--- src/hdl/mdc_regs.svh ---
// register addresses, field positions and cycle counts of the multiply divide coprocessor
`ifndef MDC_REGS_SVH
`define MDC_REGS_SVH
`define MDC_ADDR_OPND0 8'he9
`define MDC_ADDR_OPND1 8'hea
`define MDC_ADDR_OPND2 8'heb
`define MDC_ADDR_OPND3 8'hec
`define MDC_ADDR_OPND4 8'hed
`define MDC_ADDR_OPND5 8'hc7
`define MDC_ADDR_CTRL 8'hef
`define MDC_IDX_NONE 3'h7
`define MDC_IDX_B0 3'h0
`define MDC_IDX_B1 3'h1
`define MDC_IDX_B2 3'h2
`define MDC_IDX_B3 3'h3
`define MDC_IDX_B4 3'h4
`define MDC_IDX_B5 3'h5
`define MDC_BIT_ERR 7
`define MDC_BIT_OV 6
`define MDC_BIT_DIR 5
`define MDC_CNT_MSB 4
`define MDC_CTRL_RESET 8'h00
`define MDC_CNT_MAX 5'h1f
`define MDC_LAT_DIV32 5'h11
`define MDC_LAT_DIV16 5'h09
`define MDC_LAT_MUL 5'h0b
`define MDC_LAT_SHIFT_BASE 6'h02
`define MDC_LAT_NORM_BASE 6'h03
`define MDC_MUL_LIMIT 32'h0000ffff
`endif

--- src/hdl/mdc_pkg.sv ---
// types shared by the multiply divide coprocessor modules
package mdc_pkg;
  typedef enum logic [2:0] {OP_NONE, OP_DIV32, OP_DIV16, OP_MUL, OP_SHIFT, OP_NORM} mdc_op_e;
  typedef enum logic {SEQ_IDLE, SEQ_ARMED} mdc_seq_e;
endpackage

--- src/hdl/mdc_if.sv ---
// link between register front end and arithmetic engine
`timescale 1ns/100ps
`default_nettype none
interface mdc_if;
  logic start;
  logic abort;
  mdc_pkg::mdc_op_e op;
  logic [47:0] opnd;
  logic dir;
  logic [4:0] cnt_in;
  logic busy;
  logic done;
  logic [47:0] res;
  logic [4:0] cnt_out;
  logic ov;
  modport ctl (output start, abort, op, opnd, dir, cnt_in,
               input busy, done, res, cnt_out, ov);
  modport eng (input start, abort, op, opnd, dir, cnt_in,
               output busy, done, res, cnt_out, ov);
endinterface
`default_nettype wire

--- src/hdl/mdc_engine.sv ---
// arithmetic engine: computes at launch, then counts out the execution time
`timescale 1ns/100ps
`default_nettype none
`include "mdc_regs.svh"
module mdc_engine (
  input wire logic i_clk,
  input wire logic i_rst,
  mdc_if.eng bus
);
  logic [4:0] cnt;
  logic [47:0] next_res;
  logic [4:0] next_cnt;
  logic [4:0] next_lat;
  logic next_ov;
  logic [31:0] num;
  logic [15:0] div;
  logic [31:0] prod;
  logic [4:0] zeros;

  // leading zero count, capped at the largest shift count
  function automatic logic [4:0] lead_zeros(input logic [31:0] v);
    logic [4:0] z;
    z = `MDC_CNT_MAX;
    for (int i = 0; i < 32; i++) begin
      if (v[i]) begin
        z = 5'(31 - i);
      end
    end
    return z;
  endfunction

  // cycles for a count: half the count rounded up plus a base
  function automatic logic [4:0] half_lat(input logic [4:0] c, input logic [5:0] base);
    logic [5:0] s;
    s = ((6'(c) + 6'h01) >> 1) + base;
    return s[4:0];
  endfunction

  // unsigned result, flag and duration of the requested operation
  always_comb begin
    num = bus.opnd[31:0];
    div = bus.opnd[47:32];
    prod = 32'(bus.opnd[15:0] * div);
    zeros = lead_zeros(num);
    next_res = bus.opnd;
    next_cnt = bus.cnt_in;
    next_ov = 1'b0;
    next_lat = `MDC_LAT_MUL;
    case (bus.op)
      mdc_pkg::OP_DIV32: begin
        next_lat = `MDC_LAT_DIV32;
        next_ov = (div == 16'h0000);
        if (div == 16'h0000) begin
          next_res = {num[15:0], 32'hffffffff};
        end else begin
          next_res = {16'(num % div), num / 32'(div)};
        end
      end
      mdc_pkg::OP_DIV16: begin
        next_lat = `MDC_LAT_DIV16;
        next_ov = (div == 16'h0000);
        if (div == 16'h0000) begin
          next_res = {num[15:0], num[31:16], 16'hffff};
        end else begin
          next_res = {num[15:0] % div, num[31:16], num[15:0] / div};
        end
      end
      mdc_pkg::OP_MUL: begin
        next_lat = `MDC_LAT_MUL;
        next_ov = (prod > `MDC_MUL_LIMIT);
        next_res = {div, prod};
      end
      mdc_pkg::OP_SHIFT: begin
        next_lat = half_lat(bus.cnt_in, `MDC_LAT_SHIFT_BASE);
        if (bus.dir) begin
          next_res = {div, num >> bus.cnt_in};
        end else begin
          next_res = {div, num << bus.cnt_in};
        end
      end
      mdc_pkg::OP_NORM: begin
        next_lat = half_lat(zeros, `MDC_LAT_NORM_BASE);
        next_ov = num[31];
        next_cnt = zeros;
        next_res = {div, num << zeros};
      end
      default: begin
        next_lat = `MDC_LAT_MUL;
      end
    endcase
  end

  // runs on its own once launched; abort drops the running calculation
  always_ff @(posedge i_clk or posedge i_rst) begin
    if (i_rst) begin
      bus.busy <= 1'b0;
      cnt <= 5'h00;
      bus.res <= 48'h000000000000;
      bus.cnt_out <= 5'h00;
      bus.ov <= 1'b0;
    end else if (bus.abort) begin
      bus.busy <= 1'b0;
    end else if (bus.start) begin
      bus.busy <= 1'b1;
      cnt <= next_lat - 5'h01;
      bus.res <= next_res;
      bus.cnt_out <= next_cnt;
      bus.ov <= next_ov;
    end else if (bus.busy) begin
      if (cnt == 5'h00) begin
        bus.busy <= 1'b0;
      end else begin
        cnt <= cnt - 5'h01;
      end
    end
  end

  assign bus.done = bus.busy && (cnt == 5'h00);
endmodule
`default_nettype wire

--- src/hdl/mdc_top.sv ---
// multiply divide coprocessor: register front end, load sequence and flags
`timescale 1ns/100ps
`default_nettype none
`include "mdc_regs.svh"
// Behaviour
// - byte2 or byte3 written selects 32/16 division
// - byte4 selects 16/16 division, byte1 multiplication
// - byte5 or control write launches calculation
// - unit computes alone, parallel to core
// - shift lasts 3 to 18 cycles
// - normalize lasts 3 to 19 cycles
// - last result read ends the calculation
// - normalize shifts left until top bit set
// - zero shift count selects normalize
// - shift distance equals shift count value
// - direction bit: zero left, one right
// - zeros fill vacated bit positions
// - error detection armed by byte0, ended by read
// - write during execution sets error flag
// - operand read during execution sets error flag
// - error flag cleared only by control read
// - overflow on zero divisor, big product, normalized input
// - overflow cleared by every other operation
// - software cannot write overflow flag
// - all arithmetic unsigned
// - results overwrite operands
module mdc_top (
  input wire logic i_clk,
  input wire logic i_rst,
  input wire logic [7:0] i_addr,
  input wire logic i_wr,
  input wire logic i_rd,
  input wire logic [7:0] i_wdata,
  output logic [7:0] o_rdata,
  output logic o_busy
);
  mdc_if u_if ();
  localparam logic [7:0] ctrl_reset = `MDC_CTRL_RESET; // control image after reset

  logic [47:0] opnd;
  logic [47:0] next_opnd;
  logic dir;
  logic [4:0] shift_count;
  logic err;
  logic ov;
  logic seq_en;
  logic saw_hi;
  logic saw_b4;
  logic saw_b1;
  mdc_pkg::mdc_seq_e seq;
  mdc_pkg::mdc_op_e cur_op;
  mdc_pkg::mdc_op_e next_op;
  logic [2:0] wr_idx;
  logic [2:0] rd_idx;
  logic wr_opnd;
  logic wr_ctrl;
  logic rd_opnd;
  logic rd_ctrl;
  logic busy;
  logic load;
  logic start;
  logic err_set;
  logic last_read;
  logic [4:0] run_len;

  // operand byte index for an address, none when unmapped
  function automatic logic [2:0] opnd_index(input logic [7:0] a);
    logic [2:0] idx;
    if (a == `MDC_ADDR_OPND0) begin
      idx = `MDC_IDX_B0;
    end else if (a == `MDC_ADDR_OPND1) begin
      idx = `MDC_IDX_B1;
    end else if (a == `MDC_ADDR_OPND2) begin
      idx = `MDC_IDX_B2;
    end else if (a == `MDC_ADDR_OPND3) begin
      idx = `MDC_IDX_B3;
    end else if (a == `MDC_ADDR_OPND4) begin
      idx = `MDC_IDX_B4;
    end else if (a == `MDC_ADDR_OPND5) begin
      idx = `MDC_IDX_B5;
    end else begin
      idx = `MDC_IDX_NONE;
    end
    return idx;
  endfunction

  // access decode
  assign wr_idx = opnd_index(i_addr);
  assign rd_idx = wr_idx;
  assign wr_opnd = i_wr && (wr_idx != `MDC_IDX_NONE);
  assign rd_opnd = i_rd && (rd_idx != `MDC_IDX_NONE);
  assign wr_ctrl = i_wr && (i_addr == `MDC_ADDR_CTRL);
  assign rd_ctrl = i_rd && (i_addr == `MDC_ADDR_CTRL);
  assign busy = u_if.busy;
  assign o_busy = u_if.busy;

  // any register write while executing disrupts the calculation
  assign u_if.abort = (wr_opnd || wr_ctrl) && busy;
  assign load = u_if.done && !u_if.abort;
  assign err_set = u_if.abort || (rd_opnd && busy && seq_en);

  // operand image including the byte written this cycle
  always_comb begin
    next_opnd = opnd;
    if (wr_opnd) begin
      next_opnd[{wr_idx, 3'h0} +: 8] = i_wdata;
    end
  end

  // closing write picks the operation from what was written since byte0
  always_comb begin
    next_op = mdc_pkg::OP_NONE;
    if (seq == mdc_pkg::SEQ_ARMED && !busy) begin
      if (wr_opnd && wr_idx == `MDC_IDX_B5) begin
        if (saw_hi) begin
          next_op = mdc_pkg::OP_DIV32;
        end else if (saw_b4) begin
          next_op = mdc_pkg::OP_DIV16;
        end else if (saw_b1) begin
          next_op = mdc_pkg::OP_MUL;
        end
      end else if (wr_ctrl) begin
        if (i_wdata[`MDC_CNT_MSB:0] == 5'h00) begin
          next_op = mdc_pkg::OP_NORM;
        end else begin
          next_op = mdc_pkg::OP_SHIFT;
        end
      end
    end
  end

  assign start = (next_op != mdc_pkg::OP_NONE);
  assign u_if.start = start;
  assign u_if.op = next_op;
  assign u_if.opnd = next_opnd;
  assign u_if.dir = wr_ctrl ? i_wdata[`MDC_BIT_DIR] : dir;
  assign u_if.cnt_in = wr_ctrl ? i_wdata[`MDC_CNT_MSB:0] : shift_count;

  mdc_engine u_eng (
    .i_clk(i_clk),
    .i_rst(i_rst),
    .bus(u_if.eng)
  );

  // load sequence tracking; the later of byte1 and byte4 picks the operation
  always_ff @(posedge i_clk or posedge i_rst) begin
    if (i_rst) begin
      seq <= mdc_pkg::SEQ_IDLE;
      saw_hi <= 1'b0;
      saw_b4 <= 1'b0;
      saw_b1 <= 1'b0;
    end else if (wr_opnd && wr_idx == `MDC_IDX_B0) begin
      seq <= mdc_pkg::SEQ_ARMED;
      saw_hi <= 1'b0;
      saw_b4 <= 1'b0;
      saw_b1 <= 1'b0;
    end else if (start) begin
      seq <= mdc_pkg::SEQ_IDLE;
    end else if (wr_opnd && seq == mdc_pkg::SEQ_ARMED) begin
      case (wr_idx)
        `MDC_IDX_B2, `MDC_IDX_B3: saw_hi <= 1'b1;
        `MDC_IDX_B4: begin
          saw_b4 <= 1'b1;
          saw_b1 <= 1'b0;
        end
        `MDC_IDX_B1: begin
          saw_b1 <= 1'b1;
          saw_b4 <= 1'b0;
        end
        default: saw_hi <= saw_hi;
      endcase
    end
  end

  // operation of the calculation in flight or last launched
  always_ff @(posedge i_clk or posedge i_rst) begin
    if (i_rst) begin
      cur_op <= mdc_pkg::OP_NONE;
    end else if (start) begin
      cur_op <= next_op;
    end
  end

  // operand bytes: written by software, replaced by results
  always_ff @(posedge i_clk or posedge i_rst) begin
    if (i_rst) begin
      opnd <= 48'h000000000000;
    end else if (load) begin
      opnd <= u_if.res;
    end else begin
      opnd <= next_opnd;
    end
  end

  // direction and shift count; normalize returns its shift total
  always_ff @(posedge i_clk or posedge i_rst) begin
    if (i_rst) begin
      dir <= ctrl_reset[`MDC_BIT_DIR];
      shift_count <= ctrl_reset[`MDC_CNT_MSB:0];
    end else if (wr_ctrl) begin
      dir <= i_wdata[`MDC_BIT_DIR];
      shift_count <= i_wdata[`MDC_CNT_MSB:0];
    end else if (load && cur_op == mdc_pkg::OP_NORM) begin
      shift_count <= u_if.cnt_out;
    end
  end

  // overflow follows only the arithmetic outcome
  always_ff @(posedge i_clk or posedge i_rst) begin
    if (i_rst) begin
      ov <= ctrl_reset[`MDC_BIT_OV];
    end else if (load) begin
      ov <= u_if.ov;
    end
  end

  // error flag: set wins over the clearing control read
  always_ff @(posedge i_clk or posedge i_rst) begin
    if (i_rst) begin
      err <= ctrl_reset[`MDC_BIT_ERR];
    end else if (err_set) begin
      err <= 1'b1;
    end else if (rd_ctrl) begin
      err <= 1'b0;
    end
  end

  // final result read depends on the operation type
  always_comb begin
    last_read = 1'b0;
    if (rd_opnd && !busy) begin
      if (cur_op == mdc_pkg::OP_DIV32 || cur_op == mdc_pkg::OP_DIV16) begin
        last_read = (rd_idx == `MDC_IDX_B5);
      end else begin
        last_read = (rd_idx == `MDC_IDX_B3);
      end
    end
  end

  // error detection window
  always_ff @(posedge i_clk or posedge i_rst) begin
    if (i_rst) begin
      seq_en <= 1'b0;
    end else if (wr_opnd && wr_idx == `MDC_IDX_B0) begin
      seq_en <= 1'b1;
    end else if (last_read) begin
      seq_en <= 1'b0;
    end
  end

  // registered read data; unmapped addresses read zero
  always_ff @(posedge i_clk or posedge i_rst) begin
    if (i_rst) begin
      o_rdata <= 8'h00;
    end else if (rd_opnd) begin
      o_rdata <= opnd[{rd_idx, 3'h0} +: 8];
    end else if (rd_ctrl) begin
      o_rdata <= {err, ov, dir, shift_count};
    end else if (i_rd) begin
      o_rdata <= 8'h00;
    end
  end

  // busy cycle count, read only by checks
  always_ff @(posedge i_clk or posedge i_rst) begin
    if (i_rst) begin
      run_len <= 5'h00;
    end else if (start) begin
      run_len <= 5'h00;
    end else if (busy) begin
      run_len <= run_len + 5'h01;
    end
  end
endmodule
`default_nettype wire

--- config.mk ---
export PLATFORM = sky130hd
export DESIGN_NAME = mdc_top
export DESIGN_NICKNAME = d
export VERILOG_FILES = /design/src/hdl/mdc_pkg.sv /design/src/hdl/mdc_if.sv /design/src/hdl/mdc_engine.sv /design/src/hdl/mdc_top.sv
export VERILOG_INCLUDE_DIRS = /design/src /design/src/hdl
export SDC_FILE = /design/constraint.sdc
export NUM_CORES = 2
export LEC_CHECK = 0
export CORE_ASPECT_RATIO = 1.5
export CORE_MARGIN = 8
export CORE_UTILIZATION = 47
export CTS_CLUSTER_SIZE = 24
export DETAILED_ROUTE_END_ITERATION = 8
export DONT_BUFFER_PORTS = 1
export PLACE_DENSITY = 0.71
export SYNTH_ARGS = -nofsm -noshare
export SYNTH_HDL_FRONTEND = slang
export SYNTH_SLANG_ARGS = --single-unit
--- constraint.sdc ---
create_clock -name i_clk -period 124.8 [get_ports i_clk]
set_clock_uncertainty 0.05 [all_clocks]
set_input_delay 18.72 -clock i_clk [delete_from_list [all_inputs] [get_ports i_clk]]
set_output_delay 18.72 -clock i_clk [all_outputs]
set_load 0.01 [all_outputs]
==> out/results.ini <==
[grt]
grt_use_total = 0.362
antenna_found_initial = 14
grt_use_met2 = 0.611
grt.busiest_layer = met2
grt_overflow = 0
met1_usage = 0.381
grt_max_degree = 81
grt_use_met3 = 0.0719
grt_pass1_wl_mm = 323
grt_pass1_vias = 53900

[sta]
slew_headroom = 0.181
hold_viol = 0
max_freq_mhz = 8.51
setup_viol = 0
setup_slack_ns = 7.30
fin_crit_sh = 0.941
worst_slew_pin_slew_ns = 1.20
period_needed_ns = 117.50
slew_violations = 0

[drt]
vias = 54900
drt-wirelength-per-cell_um = 26.9
drt_first_pass_iters = 9
drc = 0
drt_wl_total_mm = 218
ant_nets = 0
viasPerCell = 6.78
dr.first_iter.drc_count = 5388

[clock_tree]
cts_buffers = 17
clk_pin_slew_ns = 0.07
cts_sinks = 132
clk_path_buf_depth = 2
h-tree-depth = 4
cts_root_buf = clkbuf_16
clock_latency_ns = 0.47
cts_tree = yes
cts_hold_buffers = 0

[setup_path]
critPathRequiredTime_ns = 125.11
r2r_setup_slack_ns = 26.94
cpMostUsedCell = o21a_1
cp_max_fo = 33
cp-start-kind = input port
criticalPathCategory = in2reg
endpoint_kind = flop
critPathArrivalTime_ns = 117.81
cp_slowest_cell = or4_4
max_stage_delay_ns = 0.69

[synthesis]
ys_warn_count = 0
synth-edff-count = 0
synth_seq_cells = 132
syn-num-nets = 7662
ys_seq_area_frac = 0.0670
synthCells = 6801
synth_ff_type = dfrtp_1
syn_avg_cell_area_um2 = 7.25
synth_cell_type_count = 126
netlist_area_mm2 = 0.0493
synthArstFlopShare = 1.00

[hold_path]
hold_class = reg2reg

[cells_and_area]
layout_commonest_cell = nand2_1
layout_common_cells = nand2_1, ha_1, nor2_1
drive_gt1_frac = 0.0846
area_delta_synth_final_pct = 5.88
final_nets = 7538

[run_status]
status = finished, final reports clean

[placement]
post-place-ws_ns = 0.706
hpwl_mm = 167
place.gp.congestion = 1.06
io_buffers = 0

[floorplanning]
start_util = 0.474
io_pins = 29
rows = 145
die_x_um = 280
die_h_um = 413
core_area_mm2 = 0.104
die-area_mm2 = 0.116

[flow_run]
cap_viol_max_count = 0

==> synthesized netlist by cell type (106+ instances only) <==
library cell	instances	area share
nand2_1	755	0.057
ha_1	645	0.16
nor2_1	637	0.048
a21oi_1	541	0.055
o21ai_0	402	0.041
inv_1	368	0.028
nor3_1	347	0.035
o21a_1	323	0.049
clkbuf_1	244	0.019
fa_1	196	0.080
o31ai_1	185	0.028
mux2i_1	163	0.033
mux2_2	157	0.036
xnor2_1	149	0.026
a21o_1	138	0.021
dfrtp_1	132	0.067
nand3_1	106	0.011
==> registers in the layout (all words and copies together) (netlist names) <==
signal             flops
u_eng.cnt              5
cur_op                 3
o_rdata                8
opnd                  48
u_eng.bus.ov           1
err                    1
saw_b4                 1
u_eng.bus.busy         1
seq_en                 1
seq                    1
saw_hi                 1
ov                     1
u_eng.bus.res         48
u_eng.bus.cnt_out      5
shift_count            5
saw_b1                 1
dir                    1
==> timing repair <==
action                     CTS  global route
setup endpoints to repair    0            18
setup buffers                0            11
resized for setup            0            59
==> area by class of cell <==
type	count	area [um^2]
antenna	11	27.5
clock buffer	19	433
clock inverter	13	194
fill	10600	51900
inverter	381	1440
multi-input combinational	5986	43900
sequential	132	3300
tap	1396	1750
timing repair buffer	159	1210
==> critical path, delay by kind of cell <==
kind            cells  cell delay [ns]
simple gates      106            23.36
mux                12             4.02
buf+inv            23             4.48
fa+ha+maj          34            10.68
compound gates    268            56.32
==> kinds of logic after synthesis <==
kind of cell             synth area share
AND/OR/NAND/NOR                     0.224
AO/OA/AOI/OAI                       0.296
adder cells (fa/ha/maj)             0.244
buffers and inverters              0.0531
multiplexers                       0.0711
XOR/XNOR                           0.0449
flip-flops                         0.0670
==> path summary, 6_finish.rpt <==
check,from,endpoint,cells past startpoint
setup / recovery,i_addr[6],u_eng.bus.res[33],443
hold / removal,u_eng.bus.cnt_out[3],u_eng.bus.cnt_out[3],2
setup reg to reg,opnd[46],u_eng.bus.res[33],433
hold reg to reg,u_eng.bus.cnt_out[3],u_eng.bus.cnt_out[3],2
max in group asynchronous,i_rst,opnd[29],2
min in group asynchronous,i_rst,dir,1
==> per-stage QoR <==
step	instances	hold WS, ns	setup TNS, ns	area (um^2)	utilization
2_1_floorplan	6801	0.399	0	49300	-
5_1_grt	8086	0.456	-0.171	52200	0.501
3_3_place_gp	8040	0.424	0	51200	0.492
3_5_place_dp	8040	0.431	0	51200	0.492
4_1_cts	8072	0.447	0	51800	0.498
6_report	8097	0.448	0	52200	0.501
==> routing by layer <==
layer | wire length [um] | vias up
met5 | 28 | -
met4 | 24000 | 4
met3 | 18900 | 1146
met2 | 101000 | 2902
met1 | 74500 | 26100
li1 | - | 24800
Power is left out: the tool's default activity adds up to more than one toggle a clock period on the data nets, which glitch-free logic cannot reach.
